[src/acc_map.svh]
// Register offsets, field positions, reset values and timing counts of the converter control.
`ifndef ACC_MAP_SVH
`define ACC_MAP_SVH
// ----------------------------------------------------------------------------
// Register offsets (I/O space).
// ----------------------------------------------------------------------------
`define ACC_OFS_RESULT_LOW   6'h04
`define ACC_OFS_RESULT_HIGH  6'h05
`define ACC_OFS_CTRL_STATUS  6'h06
`define ACC_OFS_INPUT_SEL    6'h07
// ----------------------------------------------------------------------------
// Control/status field positions.
// ----------------------------------------------------------------------------
`define ACC_BIT_ENABLE       7
`define ACC_BIT_START        6
`define ACC_BIT_FREE_RUN     5
`define ACC_BIT_DONE_FLAG    4
`define ACC_BIT_IRQ_ENABLE   3
`define ACC_PRESCALE_MSB     2
`define ACC_PRESCALE_LSB     0
// ----------------------------------------------------------------------------
// Input select field positions.
// ----------------------------------------------------------------------------
`define ACC_REF_MSB          7
`define ACC_REF_LSB          6
`define ACC_BIT_LEFT_ADJUST  5
`define ACC_CHAN_MSB         4
`define ACC_CHAN_LSB         0
// ----------------------------------------------------------------------------
// Reset values and timing counts.
// ----------------------------------------------------------------------------
`define ACC_RESET_BYTE       8'h00
`define ACC_FIRST_CYCLES     5'h19
`define ACC_NORMAL_CYCLES    5'h0D
`endif

[src/acc_pkg.sv]
// Types shared by the converter control.
package acc_pkg;
  typedef enum logic [2:0] {
    ACC_IDLE = 3'b001,
    ACC_CONV = 3'b010,
    ACC_DONE = 3'b100
  } acc_state_t;
endpackage

[src/acc_conversion_control.sv]
// Control, status and result registers of a 10-bit successive-approximation converter.
//
// What this block does
// - Enable bit powers converter; clearing it aborts a running conversion without result.
// - Single-shot: each conversion starts when software writes one to start bit.
// - Free-running: one start write launches first conversion, rest follow automatically.
// - First conversion after enabling takes 25 converter clocks, others take 13.
// - Start bit reads one during conversion, hardware clears it at the end.
// - Writing zero to start bit is ignored.
// - Free-running bit set refreshes results continuously; clearing it ends free running.
// - Done flag sets when conversion finishes; result registers are updated then unless locked.
// - Interrupt request needs flag, interrupt enable and global interrupt enable.
// - Done flag clears when the processor takes the matching interrupt vector.
// - Writing one to done flag clears it; writing zero leaves it.
// - Prescaler codes 000,001 divide by 2; 010..111 divide by 4 to 128.
// - Differential channel selection gives two's complement result, otherwise unsigned.
// - Reading low byte locks results until high byte is read.
// - Right adjust: low byte bits 7:0, high byte bits 1:0 hold 9:8.
// - Left adjust: high byte holds 9:2, low byte bits 7:6 hold 1:0.
// - Control/status register at I/O offset 0x06, all bits reset zero.
// - Left adjust change alters result presentation immediately.
// - Reference and channel changes take effect only after the running conversion.
`timescale 1ns/100ps
`include "acc_map.svh"

module acc_conversion_control
  import acc_pkg::*;
(
  input  wire logic       i_clk,           // System clock, 25 MHz.
  input  wire logic       i_rstn,          // Asynchronous reset, active low.
  input  wire logic [5:0] i_io_addr,       // I/O register address.
  input  wire logic       i_io_wr,         // Write strobe, one cycle.
  input  wire logic       i_io_rd,         // Read strobe, one cycle.
  input  wire logic [7:0] i_io_wdata,      // Write data.
  input  wire logic       i_global_ie,     // Processor global interrupt enable.
  input  wire logic       i_irq_ack,       // Processor takes the done vector.
  input  wire logic [9:0] i_sample,        // Stub analog core sample value.
  output logic      [7:0] o_io_rdata,      // Registered read data.
  output logic            o_irq,           // Conversion-complete request.
  output logic            o_converter_on,  // Analog core powered.
  output logic      [1:0] o_reference_select,  // Reference in use.
  output logic      [4:0] o_channel_gain_select // Channel in use.
);

  // --------------------------------------------------------------------------
  // Registers.
  // --------------------------------------------------------------------------
  acc_state_t state;
  acc_state_t next_state;
  logic [7:0] ctrl;          // Enable, free-run, irq enable and prescale bits.
  logic       done_flag;
  logic [7:0] input_sel;
  logic [9:0] result;
  logic       locked;
  logic       first_pending; // Next conversion is the long initialising one.
  logic       long_conv;
  logic [6:0] presc_cnt;
  logic [4:0] tick_cnt;
  logic [9:0] held_sample;

  // Decode of the 3-bit prescale code to a terminal count; used once, for presc_last.
  function automatic logic [6:0] acc_div_last(input logic [2:0] code);
    logic [7:0] div;
    div = (code < 3'h2) ? 8'h02 : (8'h01 << code);
    return 7'(div - 8'h01);
  endfunction

  // Channel codes 01000 and above pick a differential pair, except the two fixed inputs.
  function automatic logic acc_is_diff(input logic [4:0] chan);
    return (chan >= 5'h08) && (chan < 5'h1E);
  endfunction

  // --------------------------------------------------------------------------
  // Bus decode.
  // --------------------------------------------------------------------------
  wire wr_ctrl   = i_io_wr && (i_io_addr == `ACC_OFS_CTRL_STATUS);
  wire wr_sel    = i_io_wr && (i_io_addr == `ACC_OFS_INPUT_SEL);
  wire rd_low    = i_io_rd && (i_io_addr == `ACC_OFS_RESULT_LOW);
  wire rd_high   = i_io_rd && (i_io_addr == `ACC_OFS_RESULT_HIGH);
  wire enable    = ctrl[`ACC_BIT_ENABLE];
  wire next_en   = wr_ctrl ? i_io_wdata[`ACC_BIT_ENABLE] : enable;
  // A zero in the start bit is simply not a start.
  wire sw_start  = wr_ctrl && i_io_wdata[`ACC_BIT_START] && next_en;
  wire busy      = (state == ACC_CONV);
  wire [6:0] presc_last = acc_div_last(ctrl[`ACC_PRESCALE_MSB:`ACC_PRESCALE_LSB]);
  wire conv_tick = busy && (presc_cnt >= presc_last);
  wire [4:0] conv_len = long_conv ? `ACC_FIRST_CYCLES : `ACC_NORMAL_CYCLES;
  wire conv_end  = conv_tick && (tick_cnt == 5'(conv_len - 5'h01));
  wire free_run  = ctrl[`ACC_BIT_FREE_RUN];
  wire left_adj  = input_sel[`ACC_BIT_LEFT_ADJUST];
  // Right-adjusted and left-adjusted views are formed on the fly from the held result.
  wire [7:0] view_low  = left_adj ? {result[1:0], 6'h00} : result[7:0];
  wire [7:0] view_high = left_adj ? result[9:2] : {6'h00, result[9:8]};
  wire [7:0] status_rd = {ctrl[7], busy, ctrl[5], done_flag, ctrl[3:0]};
  // Two's complement comes from the core for differential pairs; sign-fold unsigned.
  wire [9:0] coded = acc_is_diff(o_channel_gain_select) ? held_sample
                                                        : {1'b0, held_sample[9:1]};
  wire [7:0] next_rdata = (i_io_addr == `ACC_OFS_RESULT_LOW)  ? view_low  :
                          (i_io_addr == `ACC_OFS_RESULT_HIGH) ? view_high :
                          (i_io_addr == `ACC_OFS_CTRL_STATUS) ? status_rd :
                          (i_io_addr == `ACC_OFS_INPUT_SEL)   ? input_sel : 8'h00;

  // --------------------------------------------------------------------------
  // Sequencer.
  // --------------------------------------------------------------------------
  always_comb begin
    next_state = state;
    unique case (state)
      ACC_IDLE: begin
        if (sw_start) begin
          next_state = ACC_CONV;
        end
      end
      ACC_CONV: begin
        if (!next_en) begin
          next_state = ACC_IDLE;
        end else if (conv_end) begin
          next_state = ACC_DONE;
        end
      end
      ACC_DONE: begin
        if (!next_en) begin
          next_state = ACC_IDLE;
        end else if (free_run || sw_start) begin
          next_state = ACC_CONV;
        end else begin
          next_state = ACC_IDLE;
        end
      end
      default: next_state = ACC_IDLE;
    endcase
  end

  // State and control register; start bit is never stored, it mirrors busy.
  always_ff @(posedge i_clk or negedge i_rstn) begin
    if (!i_rstn) begin
      state <= ACC_IDLE;
      ctrl  <= `ACC_RESET_BYTE;
    end else begin
      state <= next_state;
      if (wr_ctrl) begin
        ctrl <= {i_io_wdata[7], 1'b0, i_io_wdata[5], 1'b0, i_io_wdata[3:0]};
      end
    end
  end

  // Prescaler and converter-clock counter restart with each conversion.
  always_ff @(posedge i_clk or negedge i_rstn) begin
    if (!i_rstn) begin
      presc_cnt <= 7'h00;
      tick_cnt  <= 5'h00;
    end else if (!busy || next_state != ACC_CONV) begin
      presc_cnt <= 7'h00;
      tick_cnt  <= 5'h00;
    end else if (conv_tick) begin
      presc_cnt <= 7'h00;
      tick_cnt  <= 5'(tick_cnt + 5'h01);
    end else begin
      presc_cnt <= 7'(presc_cnt + 7'h01);
    end
  end

  // The first conversion after enabling is long; a disable rearms that.
  always_ff @(posedge i_clk or negedge i_rstn) begin
    if (!i_rstn) begin
      first_pending <= 1'b1;
      long_conv     <= 1'b0;
    end else begin
      if (!next_en) begin
        first_pending <= 1'b1;
      end else if (next_state == ACC_CONV && state != ACC_CONV) begin
        first_pending <= 1'b0;
        long_conv     <= first_pending;
      end
    end
  end

  // Input selection applied to the core only between conversions.
  always_ff @(posedge i_clk or negedge i_rstn) begin
    if (!i_rstn) begin
      input_sel             <= `ACC_RESET_BYTE;
      o_reference_select    <= 2'h0;
      o_channel_gain_select <= 5'h00;
    end else begin
      if (wr_sel) begin
        input_sel <= i_io_wdata;
      end
      if (!busy) begin
        o_reference_select    <= input_sel[`ACC_REF_MSB:`ACC_REF_LSB];
        o_channel_gain_select <= input_sel[`ACC_CHAN_MSB:`ACC_CHAN_LSB];
      end
    end
  end

  // Stub core holds its sample at the last converter clock; result lands one cycle on.
  always_ff @(posedge i_clk or negedge i_rstn) begin
    if (!i_rstn) begin
      held_sample <= 10'h000;
      result      <= 10'h000;
      locked      <= 1'b0;
    end else begin
      if (conv_end && next_en) begin
        held_sample <= i_sample;
      end
      // A locked result drops the new value, but the flag still sets.
      if (state == ACC_DONE && !locked) begin
        result <= coded;
      end
      if (rd_low) begin
        locked <= 1'b1;
      end else if (rd_high) begin
        locked <= 1'b0;
      end
    end
  end

  // Done flag: hardware set wins over vector or write-one clear.
  always_ff @(posedge i_clk or negedge i_rstn) begin
    if (!i_rstn) begin
      done_flag <= 1'b0;
    end else if (state == ACC_DONE) begin
      done_flag <= 1'b1;
    end else if (i_irq_ack || (wr_ctrl && i_io_wdata[`ACC_BIT_DONE_FLAG])) begin
      done_flag <= 1'b0;
    end
  end

  // Registered outputs.
  always_ff @(posedge i_clk or negedge i_rstn) begin
    if (!i_rstn) begin
      o_io_rdata     <= 8'h00;
      o_irq          <= 1'b0;
      o_converter_on <= 1'b0;
    end else begin
      o_io_rdata     <= next_rdata;
      o_irq          <= done_flag && ctrl[`ACC_BIT_IRQ_ENABLE] && i_global_ie;
      o_converter_on <= enable;
    end
  end

endmodule // acc_conversion_control

[config.mk]
export PLATFORM = sky130hd
export DESIGN_NAME = acc_conversion_control
export DESIGN_NICKNAME = d
export VERILOG_FILES = /design/src/acc_pkg.sv /design/src/acc_conversion_control.sv
export VERILOG_INCLUDE_DIRS = /design/src
export SDC_FILE = /design/constraint.sdc
export NUM_CORES = 1
export LEC_CHECK = 0
export BUFFER_PORTS_ARGS = -buffer_cell sky130_fd_sc_hd__buf_2
export CELL_PAD_IN_SITES_DETAIL_PLACEMENT = 0
export CELL_PAD_IN_SITES_GLOBAL_PLACEMENT = 1
export CORE_MARGIN = 2
export CORE_UTILIZATION = 49
export DETAILED_ROUTE_END_ITERATION = 6
export PLACE_DENSITY_LB_ADDON = 0.1
export SLEW_MARGIN = 20
export SYNTH_ARGS = -nofsm -noshare
export SYNTH_HDL_FRONTEND = slang
export SYNTH_SLANG_ARGS = --single-unit
[constraint.sdc]
create_clock -name i_clk -period 4.7 [get_ports i_clk]
set_input_delay 0.235 -clock i_clk [delete_from_list [all_inputs] [get_ports i_clk]]
set_output_delay 0.235 -clock i_clk [all_outputs]
set_load 0.02 [all_outputs]
Word-level counts from Yosys, hierarchy flattened
Cells that the tools add are included.

Logic and storage cells: 87. Input port bits: 30. Flip-flop bits (word level): 70.

Order comparisons: 4. Reduce and logical (&&, ||, !) cells: 24. Shift-type cells: 1. Equality and inequality tests: 12. Add/sub/neg operators: 4. Muxes and demuxes: 26.

Operator list (count): 8-bit 2-to-1 mux (6); 6-bit by 3-bit equality test with 1-bit output, second input constant (4); 7-bit 2-to-1 mux (3); 1-bit logical AND (15); 5-bit 2-to-1 mux (3); 10-bit 2-to-1 mux (1); 3-bit 2-to-1 mux (3); 3-bit case mux with 3 select lines (1); 7-bit by 1-bit adder with 7-bit output, second input constant (1); 7-bit >= comparator (1); 1-bit 2-to-1 mux (7); 1-bit by 3-bit left shift with 7-bit output, first input constant (1); 7-bit by 1-bit subtractor with 7-bit output, second input constant (1); 3-bit by 2-bit equality test with 1-bit output, second input constant (2); 3-bit by 2-bit != test with 1-bit output, second input constant (2); 2-bit nonzero test (3); 5-bit by 1-bit adder with 5-bit output, second input constant (1); 5-bit equality test (1); 5-bit by 4-bit >= comparator with 1-bit output, second input constant (1); 5-bit less-than comparator, second input constant (1); 5-bit by 1-bit subtractor with 5-bit output, second input constant (1); 2-bit 2-to-1 mux (2); 3-bit by 1-bit equality test with 1-bit output, second input constant (1); 3-bit equality test, second input constant (1); other kinds (5) (8).

Logic depth before layout (Yosys ltp)
Depth in word-level cells: 13. Depth in mapped cells: 8.

Worst setup path before layout
OpenSTA, ideal clock, no wires.

Path type: register to register. Start: reg ctrl[1]. End: reg tick_cnt[0]. Path slack: 2.686 ns. Data arrival time: 1.879 ns. Stages on the path, launching flop included: 9. Path through: dfrtp_1 > nand3_1 > ha_1 > and4_1 > o21ai_1 > o221a_2 > buf_2 > o211ai_1 > nor2_1.

Longest elaborated chain between the ends: 12. Elaborated cells on any way between the ends: 14.

RTL lines: start: declaration (line acc_conversion_control.sv:50) `logic [7:0] ctrl;`; start signal: assignment (line acc_conversion_control.sv:138) `` ctrl <= `ACC_RESET_BYTE; ``; start signal: assignment (line acc_conversion_control.sv:142) `ctrl <= {i_io_wdata[7], 1'b0, i_io_wdata[5], 1'b0, i_io_wdata[3:0]};`; 3-bit by 2-bit less-than comparator with 1-bit output / 1-bit by 3-bit left shift with 7-bit output (equally long branches) (line acc_conversion_control.sv:64) `div = (code < 3'h2) ? 8'h02 : (8'h01 << code);`; 7-bit 2-to-1 mux (*) (line acc_conversion_control.sv:64); 7-bit by 1-bit subtractor with 7-bit output (*) (line acc_conversion_control.sv:65) `return 7'(div - 8'h01);`; 7-bit >= comparator (*) (line acc_conversion_control.sv:86) `wire conv_tick = busy && (presc_cnt >= presc_last);`; 1-bit logical AND (*) (line acc_conversion_control.sv:86); 1-bit logical AND (line acc_conversion_control.sv:88) `wire conv_end = conv_tick && (tick_cnt == 5'(conv_len - 5'h01));`; 3-bit 2-to-1 mux (line acc_conversion_control.sv:117) `end else if (conv_end) begin`; 3-bit 2-to-1 mux (line acc_conversion_control.sv:115) `if (!next_en) begin`; 3-bit case mux with 3 select lines (line acc_conversion_control.sv:108) `unique case (state)`; 3-bit by 2-bit != test with 1-bit output (line acc_conversion_control.sv:152) `end else if (!busy || next_state != ACC_CONV) begin`; 1-bit logical OR (line acc_conversion_control.sv:152); 5-bit 2-to-1 mux / 2-bit nonzero test (equally long branches); end signal: assignment (line acc_conversion_control.sv:157) `tick_cnt <= 5'(tick_cnt + 5'h01);`; end: declaration (line acc_conversion_control.sv:58) `logic [4:0] tick_cnt;`.

Mark *: on every way between the ends. The rest lies on a longest branch, timed or not. A chain may end at the register's enable or synchronous reset.

Final worst setup path
Start: reg ctrl[1]. End: reg held_sample[5].

Longest elaborated chain between the ends: 7. Elaborated cells on any way between the ends: 8.

RTL lines: 3-bit by 2-bit less-than comparator with 1-bit output / 1-bit by 3-bit left shift with 7-bit output (equally long branches) (line acc_conversion_control.sv:64); 7-bit 2-to-1 mux (*) (line acc_conversion_control.sv:64); 7-bit by 1-bit subtractor with 7-bit output (*) (line acc_conversion_control.sv:65); 7-bit >= comparator (*) (line acc_conversion_control.sv:86); 1-bit logical AND (*) (line acc_conversion_control.sv:86); 1-bit logical AND (*) (line acc_conversion_control.sv:88); 1-bit logical AND (*) (line acc_conversion_control.sv:202) `if (conv_end && next_en) begin`; end signal: assignment (line acc_conversion_control.sv:203) `held_sample <= i_sample;`; end: declaration (line acc_conversion_control.sv:59) `logic [9:0] held_sample;`.

Marks and branches as above.

==> metrics.txt <==
Syn Inst Count=just over 300; Worst VDD drop=0.143 mV; max incr delay on CP=about 460 ps; drt pass-1 iters=4; share of layout cells above drive strength 1=0.305; design area=a little under 0.004 mm^2; min-delay worst type=primary input to async pin; power consumption=between 1 and 1.5 mW; Initial Utilization=0.505; die width=about 88 um; post-CTS resize count=0; slowest cell on the critical path=nand4b_2; Routed WL per cell=around 15 um; synthesized area per cell=11.2 um^2; Worst Setup End Kind=register; endpoints failing setup=0; footprint of the multi-input gates=about 0.0016 mm^2; Seq/Total Area, Yosys=0.512; LEAKAGE=around 1.9 nW; most frequent cells in the layout=dfrtp_1, buf_2, nand2_1, nor2_1, mux2_2; Non-Filler Instances=about 450; Post-synth ARST share=1.00; Vias per Instance=around 5.3; Clock Skew=8.41 ps; number of inserted diodes=0; grt ovf=0; total CTS buffers=9; Layout Nets=slightly below 400; critical-path cell list=nand3_1 > ha_1 > and4_1 > o21ai_1 > o221ai_1 > nand4b_2 > mux2_4; status=finished, final reports clean; Die ar.=0.00768 mm^2; Cell Area, Synth=0.00343 mm^2; CP max FO=11; vias after detailed routing=2406; num rows=30; Sink Count=70; Die H=87.6 um; kind of critical path=register to register; Arrival @ worst endpoint=about 2700 ps; largest net degree at the start of global routing=71; commonest non-fill, non-tap cell in the layout=dfrtp_1; Unique masters post-synth=54; IO buf count=between 40 and 50; DP Area=0.00372 mm^2; Clock Latency Late Sink=350 ps; Rel. slew slack=0.409; Main synth FF type=dfrtp_1; setup repair after global routing missed its margin=false; first-pass GRT wire length=11300 um; Max Buffers Root-to-Sink=2; core box area=~0.0068 mm^2; DRC Markers=0; YS warnings=0; Setup crit start kind=register; post-route ant nets=0; all-layer global routing usage=0.196; pwr/cell area=around 340 mW/mm^2; Final Slew Violations=0; CTS tree=done; final hold vios=0; post-route clock period utilization=0.513; maximum clock frequency=0.414 GHz; Iter 0 DRT Violations=between 80 and 90; Synth Register Bits=70; Min Hold Slack=60.0 ps; Post-CTS Setup Repair Bufs=0; Placed Cells=approximately 440; clk root buf=clkbuf_8; area grow syn2layout=15.0%; Tmin final=between 2000 and 2500 ps; fillcell total=587; Max Cap Viol=0; setup tns final=0 ps; antenna violations before repair=0; Required @ worst endpoint=4940 ps; vias in the first global route=between 2000 and 2500; hpwl dp=about 4900 um; CTS clk-pin slew, worst paths=about 70 ps; H-Tree Depth=3; Routed WL=between 6000 and 7000 um; Slew @ Worst Pin=between 800 and 900 ps; syn_nets=about 350; hold_buf cts=0; GP Congestion=0.895; Ports=47; FF+latch area=between 0.0015 and 0.002 mm^2; Post-synth EDFFs=0
==> kinds of logic after synthesis <==
family,synth area share
simple gates,0.156
flops,0.512
compound gates,0.104
mux,0.142
buf+inv,0.0332
fa+ha+maj,0.0365
xor+xnor,0.0153
other cells,0.00109
==> cell usage after synthesis (3+ instances only) <==
| library cell | instances | area share |
|---|---|---|
| ha_1 | 10 | 0.036 |
| nand2b_1 | 5 | 0.0091 |
| buf_4 | 3 | 0.0066 |
| nand3b_1 | 3 | 0.0066 |
| a31oi_1 | 10 | 0.018 |
| a22oi_1 | 3 | 0.0066 |
| o21ai_0 | 14 | 0.020 |
| nand3_1 | 8 | 0.012 |
| buf_2 | 4 | 0.0058 |
| or3_1 | 3 | 0.0055 |
| dfrtp_1 | 68 | 0.50 |
| xnor2_1 | 4 | 0.010 |
| mux2_2 | 24 | 0.079 |
| inv_1 | 11 | 0.012 |
| clkbuf_1 | 4 | 0.0044 |
| nand2_1 | 34 | 0.037 |
| nor2_1 | 25 | 0.027 |
| a221o_1 | 3 | 0.0088 |
| mux2i_1 | 7 | 0.020 |
| a21oi_1 | 12 | 0.018 |
| and3_1 | 3 | 0.0055 |
| mux2_4 | 9 | 0.039 |
==> critical path, delay by kind of cell, from the launching register on <==
kind,cells,cell delay [ps]
AO/OA/AOI/OAI,2,350
adder cells (fa/ha/maj),1,320
flip-flops,1,440
multiplexers,1,450
AND/OR/NAND/NOR,3,760
==> flip-flops by register name, indices dropped and copies added, names as in the netlist <==
| register | flops |
|---|---|
| o_io_rdata | 8 |
| o_reference_select | 2 |
| presc_cnt | 7 |
| ctrl | 6 |
| held_sample | 10 |
| o_converter_on | 1 |
| o_channel_gain_select | 5 |
| done_flag | 1 |
| o_irq | 1 |
| long_conv | 1 |
| input_sel | 8 |
| locked | 1 |
| state | 3 |
| tick_cnt | 5 |
| result | 10 |
| first_pending | 1 |
==> where the power goes <==
| part | switching [mW] | internal, mW |
|---|---|---|
| combinational | 0.0795 | 0.0559 |
| clock | 0.231 | 0.298 |
| sequential | 0.0281 | 0.632 |
| total | 0.339 | 0.985 |
==> final cells by class <==
class                      count  share of cell area
multi-input combinational    212               0.399
inverter                      12              0.0114
clock inverter                 6              0.0219
tap                           96              0.0305
sequential                    70               0.445
clock buffer                  10              0.0324
timing repair buffer          47              0.0603
==> metrics by stage <==
stage | setup WS (ps) | utilization
after detailed placement | 2240 | 0.548
after floorplan | 2690 | -
after global placement | 2320 | 0.548
after global routing | 2080 | 0.580
after CTS | 2230 | 0.579
final | 2290 | 0.580
==> metal layers <==
metal | GRT usage | vias to the layer above | share of wire
met5 | 0 | - | 0
met1 | 0.262 | 1172 | 0.48
met2 | 0.310 | 47 | 0.46
met4 | 0.0713 | 0 | 0.014
met3 | 0.0518 | 10 | 0.046
li1 | - | 1177 | -
==> path summary, 6_finish.rpt <==
path / startpoint / end / slack, ps / cells after the start
worst max-delay path: ctrl[1]$_DFFE_PN0P_ / held_sample[5]$_DFFE_PN0P_ / 2290 / 7
worst min-delay path: i_rstn / o_reference_select[0]$_DFFE_PN0N_ / 60 / 2
worst min register to register: ctrl[7]$_DFFE_PN0P_ / o_converter_on$_DFF_PN0_ / 440 / 0
min in group i_clk: i_sample[2] / held_sample[2]$_DFFE_PN0P_ / 110 / 2
max in group asynchronous: i_rstn / ctrl[0]$_DFFE_PN0P_ / 4040 / 2
worst max register to register: ctrl[1]$_DFFE_PN0P_ / held_sample[5]$_DFFE_PN0P_ / 2290 / 7
(Power assumes the default switching activity.)
